### src/fsp_pkg.sv
// holds constants shared by the flash status/protect/pause block
// assumes a 20 mhz system clock sampling the serial pins
// What this block does
// - pause falling edge with clock low enters pause
// - pause rising edge with clock low leaves pause
// - pause falling while clock high waits clock low
// - pause rising while clock high waits clock low
// - paused: output floats, clock and input ignored
// - select high while paused ends the sequence, but a command already fully shifted in still executes
// - status write refused when guard low and locked
// - bit 0 busy during program or erase
// - write latch clear refuses program and erase
// - write latch cleared on listed completions
// - bit 6 shows auto-increment mode
// - three guard bits select protected upper region
// - whole-array erase only with all guards zero
// - guard low and locked freezes guard bits
// - power-up guards 111, lock and bit5 zero
// - status write opcode 01, applied on deselect
// - opcode 05 streams status seven times, then zeros until deselect
package fsp_pkg;
  localparam logic [7:0] OP_STATUS_WRITE = 8'h01;
  localparam logic [7:0] OP_STATUS_READ = 8'h05;
  localparam logic [7:0] OP_WRITE_ENABLE = 8'h06;
  localparam logic [7:0] OP_WRITE_DISABLE = 8'h04;
  localparam logic [7:0] OP_BYTE_PROGRAM = 8'h02;
  localparam logic [7:0] OP_AAI_PROGRAM = 8'had;
  localparam logic [7:0] OP_SECTOR_ERASE = 8'h20;
  localparam logic [7:0] OP_BLOCK32_ERASE = 8'h52;
  localparam logic [7:0] OP_BLOCK64_ERASE = 8'hd8;
  localparam logic [7:0] OP_CHIP_ERASE_A = 8'h60;
  localparam logic [7:0] OP_CHIP_ERASE_B = 8'hc7;
  // status bit positions
  localparam int BIT_BUSY = 0;
  localparam int BIT_WEL = 1;
  localparam int BIT_RG0 = 2;
  localparam int BIT_RG3 = 5;
  localparam int BIT_AAI = 6;
  localparam int BIT_LOCK = 7;
  localparam logic [7:0] STATUS_RESET = 8'h1c;
  localparam logic [7:0] WRITABLE_MASK = 8'hbc;
  localparam logic [23:0] ARRAY_TOP = 24'h3fffff;
  // command lengths in serial clocks: opcode plus address, opcode alone, opcode plus data
  localparam logic [5:0] ADDR_CMD_BITS = 6'h20;
  localparam logic [5:0] OPCODE_BITS = 6'h08;
  localparam logic [5:0] STATUS_WRITE_CMD_BITS = 6'h10;
  typedef enum logic [1:0] {
    FSP_IDLE,
    FSP_ACTIVE,
    FSP_PAUSED
  } fsp_state_type;
endpackage

### src/fsp_sync.sv
// three-flop synchroniser with agreement filter for one pin
// assumes the pin is asynchronous to clock_in
`timescale 1ns/1ps
module fsp_sync
  import fsp_pkg::*;
#(
  parameter logic INIT = 1'b0
) (
  input wire logic clock_in,
  input wire logic reset_in,
  input wire logic pin_in,
  output logic level_out
);
  logic s1_ff;
  logic s2_ff;
  logic s3_ff;
  logic lvl_ff;
  // level follows only once stages two and three agree
  always_ff @(posedge clock_in) begin
    if (reset_in) begin
      s1_ff <= INIT;
      s2_ff <= INIT;
      s3_ff <= INIT;
      lvl_ff <= INIT;
    end else begin
      s1_ff <= pin_in;
      s2_ff <= s1_ff;
      s3_ff <= s2_ff;
      if (s2_ff == s3_ff) begin
        lvl_ff <= s3_ff;
      end
    end
  end
  assign level_out = lvl_ff;
endmodule

### src/fsp_top.sv
// serial flash status register, write guard and pause logic
// assumes host drives pins; array engine reports busy and events
`timescale 1ns/1ps
module fsp_top
  import fsp_pkg::*;
(
  input wire logic clock_in,
  input wire logic reset_in,
  input wire logic sclk_in,
  input wire logic select_n_in,
  input wire logic sdata_in,
  input wire logic pause_n_in,
  input wire logic write_guard_n_in,
  input wire logic array_busy_in,
  input wire logic aai_active_in,
  input wire logic aai_done_in,
  output logic sdata_out,
  output logic sdata_oe_out,
  output logic [7:0] status_out,
  output logic [23:0] protect_base_out,
  output logic protect_none_out,
  output logic program_start_out,
  output logic erase_start_out,
  output logic chip_erase_start_out,
  output logic [7:0] cmd_out,
  output logic [23:0] addr_out
);
  logic sck_s;
  logic sel_n_s;
  logic si_s;
  logic pause_n_s;
  logic guard_n_s;
  fsp_sync #(.INIT(1'b0)) u_sck (.clock_in(clock_in), .reset_in(reset_in),
    .pin_in(sclk_in), .level_out(sck_s));
  fsp_sync #(.INIT(1'b1)) u_sel (.clock_in(clock_in), .reset_in(reset_in),
    .pin_in(select_n_in), .level_out(sel_n_s));
  fsp_sync #(.INIT(1'b0)) u_si (.clock_in(clock_in), .reset_in(reset_in),
    .pin_in(sdata_in), .level_out(si_s));
  fsp_sync #(.INIT(1'b1)) u_hold (.clock_in(clock_in), .reset_in(reset_in),
    .pin_in(pause_n_in), .level_out(pause_n_s));
  fsp_sync #(.INIT(1'b1)) u_wp (.clock_in(clock_in), .reset_in(reset_in),
    .pin_in(write_guard_n_in), .level_out(guard_n_s));

  logic sck_d_ff;
  logic sel_d_ff;
  fsp_state_type state_ff;
  fsp_state_type nxt_state;
  logic [5:0] count_ff;
  logic [7:0] op_ff;
  logic [23:0] addr_ff;
  logic [7:0] data_ff;
  logic [7:0] tx_ff;
  logic out_ff;
  logic oe_ff;
  logic wel_ff;
  logic [5:0] guard_ff;
  logic prog_ff;
  logic erase_ff;
  logic chip_ff;

  // edge detection on the filtered serial clock and select
  always_ff @(posedge clock_in) begin
    if (reset_in) begin
      sck_d_ff <= 1'b0;
      sel_d_ff <= 1'b1;
    end else begin
      sck_d_ff <= sck_s;
      sel_d_ff <= sel_n_s;
    end
  end

  wire sck_rise = sck_s & ~sck_d_ff;
  wire sck_fall = ~sck_s & sck_d_ff;
  wire deselect = sel_n_s & ~sel_d_ff;
  wire paused = (state_ff == FSP_PAUSED);
  // pause level is honoured only in the clock low phase, so an edge seen
  // with clock high simply waits for low
  wire enter_pause = ~pause_n_s & ~sck_s & ~sel_n_s;
  wire leave_pause = pause_n_s & ~sck_s;
  wire shift_ok = (state_ff == FSP_ACTIVE);
  wire bit_in = shift_ok & sck_rise;
  wire bit_out = shift_ok & sck_fall;

  // status byte as read by the host
  wire [7:0] status_now = {guard_ff[BIT_LOCK-2], aai_active_in,
    guard_ff[BIT_RG3-2:0], wel_ff, array_busy_in};
  wire lock_on = ~guard_n_s & guard_ff[BIT_LOCK-2];
  wire [7:0] wr_byte = data_ff;
  wire status_write_cmd_ok = ~lock_on;
  wire cmd_done = deselect & (state_ff != FSP_IDLE);
  wire is_status_write_cmd = (op_ff == OP_STATUS_WRITE) && (count_ff == STATUS_WRITE_CMD_BITS);
  wire is_write_enable_cmd = (op_ff == OP_WRITE_ENABLE) && (count_ff == OPCODE_BITS);
  wire is_write_disable_cmd = (op_ff == OP_WRITE_DISABLE) && (count_ff == OPCODE_BITS);
  wire is_chip = ((op_ff == OP_CHIP_ERASE_A) || (op_ff == OP_CHIP_ERASE_B))
    && (count_ff == OPCODE_BITS);
  wire is_erase = ((op_ff == OP_SECTOR_ERASE) || (op_ff == OP_BLOCK32_ERASE)
    || (op_ff == OP_BLOCK64_ERASE)) && (count_ff == ADDR_CMD_BITS);
  wire is_prog = (op_ff == OP_BYTE_PROGRAM)
    && (count_ff == ADDR_CMD_BITS + OPCODE_BITS);

  // protected region starts at top minus size chosen by low three guards
  function automatic logic [23:0] region_base(input logic [2:0] g);
    case (g)
      3'h1: region_base = 24'h3f0000;
      3'h2: region_base = 24'h3e0000;
      3'h3: region_base = 24'h3c0000;
      3'h4: region_base = 24'h380000;
      3'h5: region_base = 24'h300000;
      3'h6: region_base = 24'h200000;
      default: region_base = 24'h000000;
    endcase
  endfunction
  wire [23:0] prot_base = region_base(guard_ff[2:0]);
  wire prot_none = (guard_ff[2:0] == 3'h0);
  wire addr_protected = ~prot_none & (addr_ff >= prot_base);
  wire busy_block = array_busy_in; // host must only poll here

  // pause state machine
  always_comb begin
    nxt_state = state_ff;
    case (state_ff)
      FSP_IDLE: if (~sel_n_s && sel_d_ff) nxt_state = FSP_ACTIVE;
      FSP_ACTIVE: begin
        if (sel_n_s) nxt_state = FSP_IDLE;
        else if (enter_pause) nxt_state = FSP_PAUSED;
      end
      FSP_PAUSED: begin
        if (sel_n_s) nxt_state = FSP_IDLE; // abandon on deselect
        else if (leave_pause) nxt_state = FSP_ACTIVE;
      end
      default: nxt_state = FSP_IDLE;
    endcase
  end

  always_ff @(posedge clock_in) begin
    if (reset_in) state_ff <= FSP_IDLE;
    else state_ff <= nxt_state;
  end

  // shift register and bit counter, frozen while paused
  always_ff @(posedge clock_in) begin
    if (reset_in || (state_ff == FSP_IDLE)) begin
      count_ff <= 6'h00;
      op_ff <= 8'h00;
      addr_ff <= 24'h000000;
      data_ff <= 8'h00;
    end else if (bit_in) begin
      if (count_ff < OPCODE_BITS) op_ff <= {op_ff[6:0], si_s};
      else if (count_ff < ADDR_CMD_BITS) addr_ff <= {addr_ff[22:0], si_s};
      data_ff <= {data_ff[6:0], si_s}; // msb first
      if (count_ff != 6'h3f) count_ff <= count_ff + 6'h01;
    end
  end

  // status read streams the byte seven times, reloaded each byte until the bit counter saturates
  always_ff @(posedge clock_in) begin
    if (reset_in || sel_n_s) begin
      tx_ff <= 8'h00;
      out_ff <= 1'b0;
      oe_ff <= 1'b0;
    end else if (bit_out && op_ff == OP_STATUS_READ
        && count_ff >= OPCODE_BITS) begin
      if (count_ff[2:0] == 3'h0) begin
        out_ff <= status_now[7];
        tx_ff <= {status_now[6:0], 1'b0};
      end else begin
        out_ff <= tx_ff[7];
        tx_ff <= {tx_ff[6:0], 1'b0};
      end
      oe_ff <= 1'b1;
    end
  end

  // write latch, guard bits and launch pulses, acted on at deselect; aai done also clears the latch in any cycle
  always_ff @(posedge clock_in) begin
    if (reset_in) begin
      wel_ff <= 1'b0;
      guard_ff <= STATUS_RESET[7:2] & 6'h07;
      prog_ff <= 1'b0;
      erase_ff <= 1'b0;
      chip_ff <= 1'b0;
    end else begin
      prog_ff <= 1'b0;
      erase_ff <= 1'b0;
      chip_ff <= 1'b0;
      if (cmd_done && !busy_block) begin
        if (is_write_enable_cmd) wel_ff <= 1'b1;
        if (is_write_disable_cmd) wel_ff <= 1'b0;
        if (is_status_write_cmd) begin
          // applied only after select rises
          if (status_write_cmd_ok && wel_ff) begin
            guard_ff <= {wr_byte[BIT_LOCK], 1'b0, wr_byte[BIT_RG3:BIT_RG0]}
              & WRITABLE_MASK[7:2] | 6'h00;
          end
          wel_ff <= 1'b0;
        end
        if (is_prog) begin
          prog_ff <= wel_ff & ~addr_protected;
          wel_ff <= 1'b0;
        end
        if (is_erase) begin
          erase_ff <= wel_ff & ~addr_protected;
          wel_ff <= 1'b0;
        end
        if (is_chip) begin
          chip_ff <= wel_ff & (guard_ff[3:0] == 4'h0);
          wel_ff <= 1'b0;
        end
      end
      if (aai_done_in) wel_ff <= 1'b0; // aai end or top reached
    end
  end

  assign sdata_out = out_ff;
  assign sdata_oe_out = oe_ff & ~paused; // floats while paused
  assign status_out = status_now;
  assign protect_base_out = prot_base;
  assign protect_none_out = prot_none;
  assign program_start_out = prog_ff;
  assign erase_start_out = erase_ff;
  assign chip_erase_start_out = chip_ff;
  assign cmd_out = op_ff;
  assign addr_out = addr_ff;
endmodule

### config.mk
export PLATFORM = sky130hd
export DESIGN_NAME = fsp_top
export DESIGN_NICKNAME = d
export VERILOG_FILES = /design/src/fsp_pkg.sv /design/src/fsp_sync.sv /design/src/fsp_top.sv
export SDC_FILE = /design/constraint.sdc
export NUM_CORES = 1
export LEC_CHECK = 0
export BUFFER_PORTS_ARGS = -buffer_cell sky130_fd_sc_hd__buf_2
export CORE_ASPECT_RATIO = 0.6
export CORE_MARGIN = 2
export CORE_UTILIZATION = 55
export CTS_BUF_LIST = sky130_fd_sc_hd__clkbuf_8
export CTS_CLUSTER_SIZE = 20
export DETAILED_ROUTE_END_ITERATION = 6
export HOLD_SLACK_MARGIN = 0.06
export PLACE_DENSITY_LB_ADDON = 0.15
export SLEW_MARGIN = 30
export SYNTH_ARGS = -nofsm -noshare
export SYNTH_HDL_FRONTEND = slang
export SYNTH_SLANG_ARGS = --single-unit
### constraint.sdc
create_clock -name clock_in -period 7.05 [get_ports clock_in]
set_input_delay 1.7625 -clock clock_in [delete_from_list [all_inputs] [get_ports clock_in]]
set_output_delay 1.7625 -clock clock_in [all_outputs]
set_load 0.1 [all_outputs]
==> flow_summary.yaml <==
cells_and_area:
  layout.cells.non_filler: 594
  multi_input_comb_area_mm2: 0.00190
  finish.net_count: 521
  area.sequential_mm2: 0.00176
  antenna-diode-count: 0
  post_route_cells_drive_above_1_share_pct: 19.9
  fillerInstances: 613
  layout_commonest_cell: "sky130_fd_sc_hd__dfxtp_1"
  mostFrequentLayoutCells: "sky130_fd_sc_hd__dfxtp_1, sky130_fd_sc_hd__nand2_1, sky130_fd_sc_hd__buf_2"
  area_growth_syn_to_layout_pct: 10.2
yosys:
  synth_cells: 460
  post_synthesis_register_bit_count: 88
  avgSynthCellArea_um2: 8.51
  largest_cells_by_area_after_synthesis: "sky130_fd_sc_hd__dfxtp_1, sky130_fd_sc_hd__nand2_1, sky130_fd_sc_hd__a21oi_1"
  yosysUniqueCellTypes: 52
  synthesis.yosys.warnings: 0
  async_reset_ff_share_pct: 0
  synth_top_area_share_pct: 45.0
  biggest_area_consumer_among_synthesized_cells: "sky130_fd_sc_hd__dfxtp_1"
  post_synth_instance_area_mm2: 0.00391
  main_flop_type_after_synthesis: "sky130_fd_sc_hd__dfxtp_1"
  synth.yosys.seq_area_share_pct: 45.0
  synth_edf_count: 0
power_and_ir_drop:
  cellLeakagePower_nw: 1.71
  pwr_dens_mw_per_mm2: 206
  power.ir.vdd_worst_mv: 0.143
placement:
  hpwlAfterDp_um: 5760
  placed_cells: 579
  place_congestion: 0.873
  place.port_buffers: 61
clock_network:
  root_buffer: "sky130_fd_sc_hd__clkbuf_8"
  cts-buffers-inserted: 9
  cts-htree-levels: 3
  cts_resized: 0
  tritoncts: "built"
  clock_network_latency_to_the_later_pin_of_the_worst_skew_pair_ns: 0.36
  numClockSinks: 88
  clockBufferDepth: 2
  cts.clk_slew.worst_paths_ns: 0.08
  cts-hold-fix-buffers: 0
  cts_setup_buffers: 0
die:
  ios: 80
  area_enclosed_by_the_die_boundary_mm2: 0.00783
  coreArea_mm2: 0.00679
  starting_density_pct: 57.6
  floorplan.die.height_um: 69.3
  num_rows: 23
  die_x_um: 113
worst_setup_path:
  worstSetupPathType: "primary input to output pin"
  timing.critical_path.required_ns: 5.29
  worstSetupStartpointType: "primary input"
  slowest_delay_ns: 0.43
  worstPathMaxFanout: 4
  worstSetupEndpointType: "output pin"
  critical-path-top-delay-family: "buffers and inverters"
  critPathMostFrequentCell: "sky130_fd_sc_hd__buf_2"
  critical_path.slowest_cell: "sky130_fd_sc_hd__buf_2"
  arrival_ns: 2.30
  crit_path_buffers_inverters: 2
  crit_path_cells: "buf_2 -> buf_2"
flow_run:
  cap_viol_max_count: 0
timing:
  post-route-period-util_pct: 57.7
  final_hold_viol_count: 0
  tightestPinTransition_ns: 0.890
  period_minus_ws_final_ns: 4.07
  post_route_setup_tns_ns: 0
  achievable-frequency_mhz: 246
  final.setup_skew_ns: 0.00959
  timing.final.setup_violations: 0
  rsz0062_at_grt: "false"
  max_slew_margin_pct: 40.7
  timing_max_transition_violations_final: 0
route:
  routedWlPerCell_um: 13.8
  routed_via_density: 5.32
  drt-pass1-iter-count: 7
  drt_drc_violations_left: 7
  via_total_after_detailed_routing: 3159
  antenna_violating_nets_post_route: 0
  detailedRoute.firstIterationViolations: 221
  wl_um: 8190
grt:
  grt_start_max_net_pins: 47
  globalRoute.busiestLayer: "met2"
  grt.met2_usage_pct: 31.2
  grt_antenna_before_repair: 0
  groute.layer.met1.usage_pct: 31.1
  grt_use_met3_pct: 6.82
  grt_pass1_vias: 2825
  grt.overflow.total: 0
  grt_first_pass_wirelength_um: 13600
  grt.total_usage_pct: 21.6
outcome:
  violated_checks: "DRC"
  result_of_the_run: "complete, but fails checks"
worst_hold_path:
  class_of_the_tightest_hold_or_removal_check: "flop to flop"
## layer usage
| layer | wire length, um | share of wire [%] | vias to the layer above |
|---|---|---|---|
| met2 | 3430 | 42 | 96 |
| met1 | 4110 | 50 | 1450 |
| met3 | 557 | 6.8 | 10 |
| met4 | 94 | 1.1 | 0 |
| met5 | 0 | 0 | - |
| li1 | - | - | 1603 |
## flip-flops by register name, indices dropped and copies added (netlist names), 2 cells and up
signal and cells:
addr_out 24, cmd_out 8, data_ff 8, tx_ff 7, count_ff 6, guard_ff 5
state_ff 2
## synthesized netlist by cell type, types with 2 or more instances
cell and count:
sky130_fd_sc_hd__nand4b_1 4, sky130_fd_sc_hd__a31oi_1 2, sky130_fd_sc_hd__nor2_1 32, sky130_fd_sc_hd__o21a_1 2, sky130_fd_sc_hd__clkbuf_1 12, sky130_fd_sc_hd__o21bai_1 3, sky130_fd_sc_hd__a21oi_1 49, sky130_fd_sc_hd__ha_1 8
sky130_fd_sc_hd__a211o_1 3, sky130_fd_sc_hd__or4_1 3, sky130_fd_sc_hd__o21ai_0 7, sky130_fd_sc_hd__nor4_1 5, sky130_fd_sc_hd__a211oi_1 7, sky130_fd_sc_hd__dfxtp_1 88, sky130_fd_sc_hd__o2111ai_1 2, sky130_fd_sc_hd__and3_1 3
sky130_fd_sc_hd__xnor2_1 4, sky130_fd_sc_hd__nand4bb_1 3, sky130_fd_sc_hd__nor3_2 2, sky130_fd_sc_hd__nor3b_1 4, sky130_fd_sc_hd__nor3_4 2, sky130_fd_sc_hd__or2_2 12, sky130_fd_sc_hd__buf_4 21, sky130_fd_sc_hd__mux2i_1 9
sky130_fd_sc_hd__nor3_1 2, sky130_fd_sc_hd__buf_1 3, sky130_fd_sc_hd__nand2_1 85, sky130_fd_sc_hd__nor2_2 2, sky130_fd_sc_hd__buf_2 10, sky130_fd_sc_hd__nand2b_1 6, sky130_fd_sc_hd__or3_1 2, sky130_fd_sc_hd__nand4_1 3
sky130_fd_sc_hd__xor2_1 2, sky130_fd_sc_hd__nand3_1 14, sky130_fd_sc_hd__nor2b_1 14, sky130_fd_sc_hd__nor4b_1 3, sky130_fd_sc_hd__inv_1 12
## area by class of cell
class                   count  area share (%)
flip-flops and latches     88            40.8
repair buffers             62            7.25
clock inverters             5            1.16
inverters                  12            1.04
well taps                  87            2.52
clock buffers              10            3.19
multi-input cells         330            44.0
## path summary, 6_finish.rpt
kind              cells after the start  slack [ns]     startpoint           endpoint
setup reg to reg                      8        4.53    guard_ff[1]  program_start_out
setup / recovery                      2        2.98  array_busy_in      status_out[0]
hold / removal                        1        0.43     u_wp.s1_ff         u_wp.s2_ff
hold reg to reg                       1        0.43     u_wp.s1_ff         u_wp.s2_ff
## logic make-up after synthesis
kind of cell / synth area share, %
muxes: 2.30
and+or+nand+nor: 28.6
xor gates and xnor gates: 1.34
DFF: 45.0
buffers and inverters: 8.19
AOI/OAI and AO/OA: 11.9
adders and majority gates: 2.56
other: 0.0958
## power by group
part	total (W)	switching (W)	internal (W)
Combinational	0.0000551	0.0000503	0.00000476
Clock	0.000332	0.000164	0.000168
Sequential	0.000502	0.00000146	0.000500
## through the flow
step	utilization [%]	power [W]	setup slack, ns	hold slack [ns]	area [um2]
after detailed placement	60.7	0.000568	2.98	0.407	4130
after global routing	63.5	0.000923	2.97	0.437	4310
after CTS	63.5	0.000897	2.98	0.428	4310
final	63.5	0.000889	2.98	0.425	4310
after global placement	60.7	0.000568	2.98	0.390	4120
after floorplan	-	0.000573	1.76	0.389	3980
No activity file was read; power rests on OpenSTA's default activity.
